## config.mk

```make
export PLATFORM = sky130hd
export DESIGN_NAME = rsmu_core
export DESIGN_NICKNAME = d
export VERILOG_FILES = /design/src/rsmu_core.sv /design/src/rsmu_mask_gen.sv
export SDC_FILE = /design/constraint.sdc
export NUM_CORES = 1
export LEC_CHECK = 0
export ABC_AREA = 0
export BUFFER_PORTS_ARGS = -buffer_cell sky130_fd_sc_hd__buf_2
export CAP_MARGIN = 20
export CELL_PAD_IN_SITES_DETAIL_PLACEMENT = 1
export CELL_PAD_IN_SITES_GLOBAL_PLACEMENT = 1
export CORE_MARGIN = 1.5
export CORE_UTILIZATION = 36
export CTS_CLUSTER_DIAMETER = 50
export DETAILED_ROUTE_END_ITERATION = 10
export GPL_TIMING_DRIVEN = 0
export PLACE_DENSITY = 0.82
export REMOVE_ABC_BUFFERS = 1
export SLEW_MARGIN = 10
export SYNTH_ARGS = -nofsm -noshare
export SYNTH_HDL_FRONTEND = slang
export SYNTH_SLANG_ARGS = --single-unit
```

## constraint.sdc

```tcl
create_clock -name sys_clk -period 2 [get_ports sys_clk]
set_input_delay 0.3 -clock sys_clk [delete_from_list [all_inputs] [get_ports sys_clk]]
set_output_delay 0.3 -clock sys_clk [all_outputs]
set_load 0.01 [all_outputs]
```

## src/rsmu_core.sv

```systemverilog
// right-shift merge unit: shift with merge, shift with aux load, plain shift word
// Notes on behaviour
// RULE1: shift amount is control low five bits; source rotated left by 32 minus it.
// RULE2: long merge, zero-select clear: low-ones mask merges rotated word with aux register.
// RULE3: long merge, zero-select set: high-ones mask merges zero word with aux register.
// RULE4: long merge writes target only; aux register stays unchanged.
// RULE5: aux-load shift writes full rotated word into aux register always.
// RULE6: aux-load and plain shift use low-ones mask when zero-select is clear.
// RULE7: aux-load and plain shift use all-zero mask when zero-select is set.
// RULE8: aux-load shift writes rotated word AND mask into target.
// RULE9: plain shift word writes rotated AND mask; both mnemonics identical.
// RULE10: record flag set updates condition field zero; clear leaves it untouched.
// RULE11: no operation touches the fixed-point exception register; no overflow form.
// RULE12: aux-load and long merge only in legacy mode; plain shift always accepted.
// RULE13: mask one selects rotated or zero word bit; mask zero selects aux bit.
// RULE14: big-endian numbering; bits 27-31 are low five, bit 26 weighs 32.
// RULE15: primary 31 with extended 664 aux-load, 536 plain shift; bit 31 record.
//
// Chosen here: the register offsets and the strobed register port.

// shared constants of the right-shift merge unit
package rsmu_pkg;
    localparam int          DATA_W        = 32;
    localparam int          SHAMT_W       = 5;
    localparam int          REG_ADDR_W    = 4;
    // instruction field positions, little-endian view of the big-endian word
    localparam int          PRIMARY_HI    = 31;
    localparam int          PRIMARY_LO    = 26;
    localparam int          SRC_IDX_HI    = 25;
    localparam int          SRC_IDX_LO    = 21;
    localparam int          TGT_IDX_HI    = 20;
    localparam int          TGT_IDX_LO    = 16;
    localparam int          CTL_IDX_HI    = 15;
    localparam int          CTL_IDX_LO    = 11;
    localparam int          XO_HI         = 10;
    localparam int          XO_LO         = 1;
    localparam int          RECORD_BIT    = 0;
    // shift-control operand: big-endian bits 27-31 and 26
    localparam int          SHAMT_HI      = 4;
    localparam int          SHAMT_LO      = 0;
    localparam int          ZERO_SEL_BIT  = 5;
    // opcodes
    localparam logic [5:0]  OPC_PRIMARY   = 6'h1F;
    localparam logic [9:0]  XO_SHIFT_AUX  = 10'h298;
    localparam logic [9:0]  XO_SHIFT_WORD = 10'h218;
    localparam logic [9:0]  XO_LONG_MERGE = 10'h2D8;
    // software register map, byte addresses
    localparam logic [3:0]  OFS_AUX       = 4'h0;
    localparam logic [3:0]  OFS_STATUS    = 4'h4;
    localparam logic [3:0]  OFS_CTRL      = 4'h8;
    // status and control fields
    localparam int          ST_CR0_HI     = 3;
    localparam int          ST_CR0_LO     = 0;
    localparam int          ST_ILLEGAL    = 4;
    localparam int          CTRL_LEGACY   = 0;
    localparam logic [31:0] AUX_RESET     = 32'h0000_0000;
    localparam logic        LEGACY_RESET  = 1'b1;
    localparam int          IDX_W         = 5;
    localparam int          CR_W          = 4;
endpackage

module rsmu_core
    import rsmu_pkg::*;
#(
    parameter int W = DATA_W
)(
    input  wire logic                  sys_clk,
    input  wire logic                  resetn,
    input  wire logic                  issue_valid,
    input  wire logic [31:0]           instr_word,
    input  wire logic [W-1:0]          source_reg,
    input  wire logic [W-1:0]          shift_ctrl_reg,
    input  wire logic                  summary_ovf_in,
    output logic                       wb_valid,
    output logic      [IDX_W-1:0]      wb_target_idx,
    output logic      [W-1:0]          target_reg,
    output logic                       cr0_we,
    output logic      [CR_W-1:0]       cr0_value,
    output logic                       illegal_op,
    output logic      [W-1:0]          multiply_quotient_reg,
    input  wire logic [REG_ADDR_W-1:0] reg_addr,
    input  wire logic [31:0]           reg_wdata,
    input  wire logic                  reg_wr,
    input  wire logic                  reg_rd,
    output logic      [31:0]           reg_rdata
);

    // true when the word carries the given extended opcode under primary 31
    function automatic logic op_match(input logic [31:0] iw, input logic [9:0] xo);
        logic hit;
        hit = (iw[PRIMARY_HI:PRIMARY_LO] == OPC_PRIMARY) && (iw[XO_HI:XO_LO] == xo);
        return hit;
    endfunction

    // registers
    logic [W-1:0]       aux_ff;
    logic [W-1:0]       nxt_aux;
    logic               legacy_en_ff;
    logic               nxt_legacy_en;
    logic               illegal_seen_ff;
    logic               nxt_illegal_seen;
    logic [CR_W-1:0]    last_cr0_ff;
    logic [CR_W-1:0]    nxt_last_cr0;
    logic               wb_valid_ff;
    logic [IDX_W-1:0]   wb_idx_ff;
    logic [W-1:0]       wb_data_ff;
    logic               cr0_we_ff;
    logic [CR_W-1:0]    cr0_val_ff;
    logic               illegal_ff;
    logic [31:0]        rdata_ff;
    logic [31:0]        nxt_rdata;

    // decode
    logic               is_shift_aux;
    logic               is_shift_word;
    logic               is_long_merge;
    logic               is_legacy_op;
    logic               is_any_op;
    logic               op_refused;
    logic               op_accept;
    logic               record_flag;
    logic [SHAMT_W-1:0] shamt;
    logic               zero_sel;

    // datapath
    logic [W-1:0]       rot_word;
    logic [W-1:0]       low_mask;
    logic [W-1:0]       and_mask;
    logic [W-1:0]       merge_mask;
    logic [W-1:0]       merge_src;
    logic [W-1:0]       merged_word;
    logic [W-1:0]       masked_word;
    logic [W-1:0]       result_word;
    logic               neg_flag;
    logic               pos_flag;
    logic               zero_flag;
    logic [CR_W-1:0]    cr0_next;

    // software access
    logic               wr_aux;
    logic               wr_status;
    logic               wr_ctrl;
    logic               aux_load_hw;
    logic [31:0]        status_word;
    logic [31:0]        ctrl_word;

    // opcode decode; the two plain-shift mnemonics share one encoding
    assign is_shift_aux  = issue_valid && op_match(instr_word, XO_SHIFT_AUX);  // RULE15
    assign is_shift_word = issue_valid && op_match(instr_word, XO_SHIFT_WORD); // RULE15 RULE9
    assign is_long_merge = issue_valid && op_match(instr_word, XO_LONG_MERGE);
    assign record_flag   = instr_word[RECORD_BIT];                             // RULE15
    assign is_legacy_op  = is_shift_aux || is_long_merge;
    assign is_any_op     = is_legacy_op || is_shift_word;

    // legacy-only forms are refused while legacy mode is off
    assign op_refused    = is_legacy_op && !legacy_en_ff;                      // RULE12
    assign op_accept     = is_any_op && !op_refused;                           // RULE12

    // shift-control fields in big-endian numbering
    assign shamt         = shift_ctrl_reg[SHAMT_HI:SHAMT_LO];                  // RULE1 RULE14
    assign zero_sel      = shift_ctrl_reg[ZERO_SEL_BIT];                       // RULE14

    // rotate and base mask
    rsmu_mask_gen #(
        .W  (W),
        .SW (SHAMT_W)
    ) rsmu_mask_gen_inst (
        .src_word  (source_reg),
        .shift_amt (shamt),
        .rot_word  (rot_word),                                                 // RULE1
        .low_mask  (low_mask)
    );

    // long merge: pick mask and data by the zero-select bit
    assign merge_mask    = zero_sel ? ~low_mask : low_mask;                    // RULE2 RULE3
    assign merge_src     = zero_sel ? '0 : rot_word;                           // RULE2 RULE3
    // mask one takes the rotated or zero bit, mask zero takes the aux bit
    assign merged_word   = (merge_src & merge_mask) | (aux_ff & ~merge_mask);  // RULE13

    // and-mask forms: all-zero mask forces a zero result
    assign and_mask      = zero_sel ? '0 : low_mask;                           // RULE6 RULE7
    assign masked_word   = rot_word & and_mask;                                // RULE8 RULE9

    // result select
    assign result_word   = is_long_merge ? merged_word : masked_word;          // RULE4

    // condition field zero: negative, positive, zero, summary overflow copied in
    assign neg_flag      = result_word[W-1];
    assign zero_flag     = (result_word == '0);
    assign pos_flag      = !neg_flag && !zero_flag;
    // summary overflow is only read, never written back
    assign cr0_next      = {neg_flag, pos_flag, zero_flag, summary_ovf_in};    // RULE10 RULE11

    // register write decode
    assign wr_aux        = reg_wr && (reg_addr == OFS_AUX);
    assign wr_status     = reg_wr && (reg_addr == OFS_STATUS);
    assign wr_ctrl       = reg_wr && (reg_addr == OFS_CTRL);

    // only the aux-load shift loads the aux register; long merge leaves it
    assign aux_load_hw   = op_accept && is_shift_aux;                          // RULE4 RULE5

    // aux register next value: instruction load wins over a software write
    assign nxt_aux       = aux_load_hw ? rot_word :                            // RULE5
                           wr_aux      ? reg_wdata[W-1:0] :
                                         aux_ff;

    // legacy enable bit from the control register
    assign nxt_legacy_en = wr_ctrl ? reg_wdata[CTRL_LEGACY] : legacy_en_ff;

    // sticky refused-op flag: write one clears, a new refusal wins
    assign nxt_illegal_seen = op_refused ? 1'b1 :
                              (wr_status && reg_wdata[ST_ILLEGAL]) ? 1'b0 :
                                                                     illegal_seen_ff;

    // last recorded condition value for software
    assign nxt_last_cr0  = (op_accept && record_flag) ? cr0_next : last_cr0_ff;

    // read views
    assign status_word   = {{(31-ST_ILLEGAL){1'b0}}, illegal_seen_ff, last_cr0_ff};
    assign ctrl_word     = {{(31-CTRL_LEGACY){1'b0}}, legacy_en_ff};

    // read mux; unmapped addresses read zero
    always_comb
    begin
        nxt_rdata = '0;
        if (!reg_rd)
        begin
            nxt_rdata = '0;
        end
        else if (reg_addr == OFS_AUX)
        begin
            nxt_rdata = {{(32-W){1'b0}}, aux_ff};
        end
        else if (reg_addr == OFS_STATUS)
        begin
            nxt_rdata = status_word;
        end
        else if (reg_addr == OFS_CTRL)
        begin
            nxt_rdata = ctrl_word;
        end
    end

    // architectural state
    always_ff @(posedge sys_clk or negedge resetn)
    begin
        if (!resetn)
        begin
            aux_ff          <= AUX_RESET[W-1:0];
            legacy_en_ff    <= LEGACY_RESET;
            illegal_seen_ff <= 1'b0;
            last_cr0_ff     <= '0;
        end
        else
        begin
            aux_ff          <= nxt_aux;
            legacy_en_ff    <= nxt_legacy_en;                                  // RULE12
            illegal_seen_ff <= nxt_illegal_seen;
            last_cr0_ff     <= nxt_last_cr0;
        end
    end

    // write-back stage, one cycle after issue
    always_ff @(posedge sys_clk or negedge resetn)
    begin
        if (!resetn)
        begin
            wb_valid_ff <= 1'b0;
            wb_idx_ff   <= '0;
            wb_data_ff  <= '0;
            cr0_we_ff   <= 1'b0;
            cr0_val_ff  <= '0;
            illegal_ff  <= 1'b0;
        end
        else
        begin
            wb_valid_ff <= op_accept;
            wb_idx_ff   <= instr_word[TGT_IDX_HI:TGT_IDX_LO];
            wb_data_ff  <= result_word;                                        // RULE8 RULE9
            cr0_we_ff   <= op_accept && record_flag;                           // RULE10
            cr0_val_ff  <= cr0_next;
            illegal_ff  <= op_refused;
        end
    end

    // register read data, valid the cycle after the strobe
    always_ff @(posedge sys_clk or negedge resetn)
    begin
        if (!resetn)
        begin
            rdata_ff <= '0;
        end
        else
        begin
            rdata_ff <= nxt_rdata;
        end
    end

    // outputs
    assign wb_valid              = wb_valid_ff;
    assign wb_target_idx         = wb_idx_ff;
    assign target_reg            = wb_data_ff;
    assign cr0_we                = cr0_we_ff;
    assign cr0_value             = cr0_val_ff;
    assign illegal_op            = illegal_ff;
    assign multiply_quotient_reg = aux_ff;
    assign reg_rdata             = rdata_ff;

endmodule

```

## src/rsmu_mask_gen.sv

```systemverilog
// rotate left by width minus n and low-ones mask generator of the right-shift merge unit
module rsmu_mask_gen
#(
    parameter int W  = 32,
    parameter int SW = 5
)(
    input  wire logic [W-1:0]  src_word,
    input  wire logic [SW-1:0] shift_amt,
    output logic      [W-1:0]  rot_word,
    output logic      [W-1:0]  low_mask
);
    logic [2*W-1:0] dbl_word;

    // rotating left by W-n is rotating right by n
    assign dbl_word = {src_word, src_word} >> shift_amt;
    assign rot_word = dbl_word[W-1:0];
    // n zeros from the most significant end, then ones
    assign low_mask = {W{1'b1}} >> shift_amt;
endmodule

```

# Yosys cells after proc, flatten, opt, wreduce, memory -nomap -nowiden
# Cells that the tools add are included.
word_totals:
  regBits: 114
  rom_bits: 0
  ram_bits: 0
  latch_bits: 0
  wordCells: 62
  n_memories: 0
classes:
  n_div: 0
  mul: 0
  eq_ne: 6
  bitwise_logic: 6
  n_addsub: 0
  magnitude_cmp: 0
  muxes: 12
  n_reduce_logical: 25
  shifts: 2
ops:
  columns: ["operator", "count"]
  rows:
  - ["32-bit two-way mux", 8]
  - ["32-bit AND", 3]
  - ["32-bit NOT", 2]
  - ["64-bit by 5-bit >> shifter with 32-bit output", 1]
  - ["32-bit zero test", 1]
  - ["32-bit OR", 1]
  - ["32-bit by 5-bit >> shifter with 32-bit output, first input constant", 1]
  - ["10-bit equality test, second input constant", 3]
  - ["1-bit logical AND", 15]
  - ["6-bit by 5-bit equality test with 1-bit output, second input constant", 1]
  - ["5-bit two-way mux", 1]
  - ["4-bit by 3-bit equality test with 1-bit output, second input constant", 1]
  - ["4-bit equality test, second input constant", 1]
  - ["1-bit zero test", 4]
  - ["4-bit zero test", 1]
  - ["2-bit nonzero test", 2]
  - ["1-bit two-way mux", 3]
  - ["1-bit logical OR", 2]

# Logic depth before layout (Yosys ltp)
depth:
  ltp_word: 10
  ltp_mapped: 14
  depth_no_buf: 11

# By module
# Synthesis repeated with hierarchy kept, for this count alone.
unflattened:
  cells_unflattened: 719
  area_unflattened_um2: 7835.0
modules_own_cells:
  columns: ["mod", "n_inst", "cells_each", "area_each_um2", "seq_area_each_um2"]
  rows:
  - ["rsmu_core", 1, 554, 5586.6, 2829.0]
  - ["rsmu_mask_gen", 1, 165, 2248.4, 0.0]

# Worst setup path after synthesis
# Ideal clock, no wire load.
synth_path:
  kind: "input -> register"
  start: "input port shift_ctrl_reg[5]"
  end: "register last_cr0_ff[1]"
  slack_ns: -1.286
  n_path_buf: 3
  t_required_ns: 1.934
  cell_stages: 11
  arrival_ns: 3.219
  cell_sequence: "clkbuf_1 clkbuf_1 clkbuf_1 inv_1 ha_1 nor3_1 a21oi_1 o21ai_0 or4b_1 nor4_4 mux2_1"
synth_via:
  elab_chain_len: 6
  word_cells_on_any_way: 10
synth_lines:
  columns: ["element", "line_no", "rtl"]
  rows:
  - ["start, declared", "rsmu_core.sv:72", "input wire logic [W-1:0] shift_ctrl_reg,"]
  - ["32-bit two-way mux", "rsmu_core.sv:175", "assign merge_mask = zero_sel ? ~low_mask : low_mask;"]
  - ["32-bit NOT", "rsmu_core.sv:178", "assign merged_word = (merge_src & merge_mask) | (aux_ff & ~merge_mask);"]
  - ["32-bit AND", "rsmu_core.sv:178", null]
  - ["32-bit OR", "rsmu_core.sv:178", null]
  - ["32-bit two-way mux *", "rsmu_core.sv:185", "assign result_word = is_long_merge ? merged_word : masked_word;"]
  - ["net result_word[30]", "rsmu_core.sv:133", "logic [W-1:0] result_word;"]
  - ["32-bit zero test *", "rsmu_core.sv:189", "assign zero_flag = (result_word == '0);"]
  - ["net zero_flag", "rsmu_core.sv:136", "logic zero_flag;"]
  - ["end signal, assigned", "rsmu_core.sv:259", "last_cr0_ff <= nxt_last_cr0;"]
  - ["end, declared", "rsmu_core.sv:102", "logic [CR_W-1:0] last_cr0_ff;"]
# Mark *: on every way through the listed nets, which the timed path passes. The rest lies on a longest branch.
# A chain may end at the register's enable or synchronous reset.

# Worst setup path in the final report
layout_path:
  start: "input port shift_ctrl_reg[0]"
  end: "register last_cr0_ff[1]"
layout_via:
  elab_chain_len: 8
  word_cells_on_any_way: 13
layout_lines:
  columns: ["element", "line_no", "rtl"]
  rows:
  - ["32-bit by 5-bit >> shifter with 32-bit output", "rsmu_mask_gen.sv:18", "assign low_mask = {W{1'b1}} >> shift_amt;"]
  - ["32-bit NOT", "rsmu_core.sv:175", null]
  - ["32-bit two-way mux", "rsmu_core.sv:175", null]
  - ["32-bit NOT", "rsmu_core.sv:178", null]
  - ["32-bit AND", "rsmu_core.sv:178", null]
  - ["32-bit OR", "rsmu_core.sv:178", null]
  - ["32-bit two-way mux *", "rsmu_core.sv:185", null]
  - ["net result_word[20]", "rsmu_core.sv:133", null]
  - ["32-bit zero test *", "rsmu_core.sv:189", null]
  - ["net zero_flag", "rsmu_core.sv:136", null]
# Marks and branches as above.

==> impl_results.md <==
* Result of the run: complete, but fails checks
* Failing checks: setup timing
* Final antenna-violating net count at 0
* Wire length of the first global-routing pass at 42.7 mm
* Relative contribution of combinational cells to total power at 24.4%
* Max Transition Viols Final at 0
* Number of diodes added for antenna fixing at 0
* Synth area leaders: dfrtp_1 37%, mux4_2 19%, ha_1 5.1%
* Remaining global-route overflow at 0
* Ratio of cells with drive above 1 in the final layout at between 40% and 50%
* Clock latency on the worst-skew pair at around 0.41 ns
* Relative slew slack at between 50% and 60%
* Effective utilization at floorplan at 37.0%
* Fraction of power consumed by the clock network at 42.0%
* Max-cap violation count at 0
* Required arrival time at the worst endpoint at between 2 and 2.5 ns
* Root Buffer Master: clkbuf_16
* Share of synthesized area occupied by flip-flops and latches at 37.5%
* Number of rows created at floorplan at 52
* Number of clock sinks seen by CTS at 113
* Clock period minus worst slack at about 3.0 ns
* Initial antenna violation count at 0
* PD cells at 778 nW/um^2
* Buffer depth of the longest clock path at 2
* Width of the die at 148 um
* Part of the power in registers at 33.5%
* Largest fanout on the critical path at 5
* Kind of critical path: in2reg
* Global-route usage over all layers at between 20 and 30%
* Slew at the pin closest to its max-slew limit at between 0.7 and 0.8 ns
* Post-synthesis instance area at 7540 sq um
* Switching fraction of total power at between 20 and 30%
* Worst Setup Start Kind: primary input
* Height of the chip at 148 um
* Worst path max stage delay at ~0.56 ns
* Share of Yosys cell area claimed by the top area cell type at between 30% and 40%
* Gate count after technology mapping at 692
* H-tree depth reported by CTS at 4
* Post-CTS clock slew at the launch and capture registers of the worst setup and hold paths at approximately 0.050 ns
* CTS tree: yes
* Post-synthesis async set-or-reset flop share at 100%
* CP Cell Sequence: buf_16 > mux4_2 > mux4_2 > mux2_4 > nor4b_4 > a31oi_1 > nand2_1 > or4_4 > nor4_4 > mux2_4
* Post-DP HPWL at around 19 mm
* Iteration-0 DRC count of the detailed router at between 500 and 600
* Fin Clk Skew at about 0.010 ns
* Class of the worst hold path: in2reg
* Via count at around 7,000
* Leakage at ~5.2 nW
* Slowest cell on the critical path: mux4_2
* Number of buffers created by CTS at 17
* Yosys warns at 0
* Switching power total at 0.00228 W
* Top_reg_cell synth: dfrtp_1
* Area taken by multi-input logic gates at 4640 sq um
* Critical Path Sink Type: flop
* Detailed-route DRC error count at 0
* Die Outline Area at between 20,000 and 25,000 sq um
* Total of buffers placed on input and output ports at approximately 210
* Core footprint at approximately 20,000 sq um
* Setup repair after global routing missed its margin: yes
* Synthesis-stage register bit count at roughly 110
* Pre-antenna DRT Iters at 5
* Finished Layout Cells at 1,201
* Combined flip-flop and latch cell area at 2830 sq um
* Routed len/inst at about 23 um
* Total power at 0.00798 W
* Drt via density at 5.82
* Num ports at ~250
* Layout net count at approximately 1,100
* Hold Violations, Final at 0
* Relative area change from synthesis to final layout at 36.1%
* Final RePlAce weighted congestion at 0.936
* Dpl ws at -2.49 ns
* Worst-case vdd ir drop at approximately 0.46 mV
* EDFF count, synth at 0
* Buf/Inv on CP at 1
* Final count of negative-setup-slack endpoints at 40
* Delay-heaviest family, CP: multiplexers
* Filler cell count at about 2,200
* Syn Area/Cell at approximately 11 sq um
* Yosys top cell by area: dfrtp_1
* Via count of the first global-routing pass at about 7,300
* Period utilisation layout at 148%
* Maximum number of pins on one net before global-route repair at 90
* Data arrival time of the worst path at roughly 3.3 ns
* Cell internal power dissipation at 0.00570 W
* Count of different cell masters after synthesis at 46
* Maximum frequency from static timing analysis at approximately 340 MHz
* Cell Count Post-Placement at about 1,100
* Final wirelength at approximately 28 mm
* Worst Slack Setup Final at -0.952 ns
==> placed cells by master, fill, tap and decap left out, types with 29 or more instances in the layout <==
master | synthesis | final
nand2_1 | 64 | 61
nand3_1 | 42 | 41
mux4_2 | 63 | 63
nor2_1 | 31 | 29
buf_2 | 3 | 200
dfrtp_1 | 112 | 112
ha_1 | 31 | 31
mux2_2 | 32 | 29
buf_4 | 2 | 39
o21ai_0 | 46 | 37
==> timing repair <==
item / CTS / global route
hold buffers: 7 / 0
endpoints found under the setup margin: 69 / 58
pin swaps: 26 / 6
setup buffers: 29 / 6
gates cloned: 8 / 0
gates resized for setup: 70 / 7
endpoints found under the hold margin: 30 / 0
==> worst min-delay path, delay by kind of cell <==
family / cells / cell delay [ns]
AO/OA/AOI/OAI: 2 / 0.17
buffers and inverters: 1 / 0.08
==> power by group through the flow <==
stage / clock (W) / sequential, W / combinational (W)
3_5_place_dp: 0 / 0.00272 / 0.00171
5_1_grt: 0.00351 / 0.00271 / 0.00208
4_1_cts: 0.00341 / 0.00268 / 0.00191
3_3_place_gp: 0 / 0.00271 / 0.00162
6_report: 0.00336 / 0.00268 / 0.00195
2_1_floorplan: 0 / 0.00276 / 0.000819
==> area by class of cell <==
class,instances,share of cell area [%]
clock inverters,10,1.76
repair buffers,263,16.9
clock buffers,22,4.62
flip-flops and latches,113,27.6
well taps,270,3.29
multi-input cells,510,45.2
inverters,11,0.573
repair inverters,2,0.122
==> metal layers <==
layer  part of all wire, %  up-vias  track usage, %
li1                      -     3089               -
met4                   1.3        0            7.75
met3                   6.2       29            4.81
met1                    41     3568            32.6
met5                     0        -               0
met2                    52      301            44.6
==> cells in the mapped netlist (4+ instances only) <==
library cell,number
a21boi_0,23
a21o_1,13
a21oi_1,15
a22o_1,4
a31oi_1,4
and3_1,28
buf_1,8
clkbuf_1,44
dfrtp_1,112
ha_1,31
inv_1,9
mux2_2,32
mux2i_1,32
mux4_2,63
nand2_1,64
nand3_1,42
nand4_1,8
nor2_1,31
nor3_1,10
nor4_1,30
o21ai_0,46
o21bai_1,4
==> worst paths after layout <==
kind	depth (start not counted)	start	endpoint	slack, ns
hold reg to reg	2	last_cr0_ff[2]	last_cr0_ff[2]	0.50
max in group asynchronous	3	resetn	legacy_en_ff	0.94
setup / recovery	10	shift_ctrl_reg[0]	last_cr0_ff[1]	-0.95
setup reg to reg	5	legacy_en_ff	multiply_quotient_reg[12]	-0.38
min in group asynchronous	2	resetn	multiply_quotient_reg[18]	0.32
hold / removal	3	reg_wdata[30]	multiply_quotient_reg[30]	0.17
==> logic make-up after synthesis <==
| logic type | Yosys count | synth area share [%] |
|---|---|---|
| AOI/OAI and AO/OA | 116 | 9.43 |
| and+or+nand+nor | 233 | 15.9 |
| muxes | 128 | 28.0 |
| buffers and inverters | 71 | 3.98 |
| DFF | 113 | 37.5 |
| adders and majority gates | 31 | 5.15 |
==> stage by stage <==
stage | area, sq um | hold WS, ns | TNS, ns | utilization [%]
after global routing | 10300 | 0.164 | -24.00 | 50.4
after CTS | 10200 | 0.0704 | -20.67 | 50.1
after detailed placement | 8870 | 0.179 | -109.42 | 43.6
after floorplan | 7280 | 0.00441 | -116.11 | -
final | 10300 | 0.170 | -21.79 | 50.4
after global placement | 8660 | 0.409 | -439.82 | 42.5
Note: power is estimated with default switching activity, not from simulation.
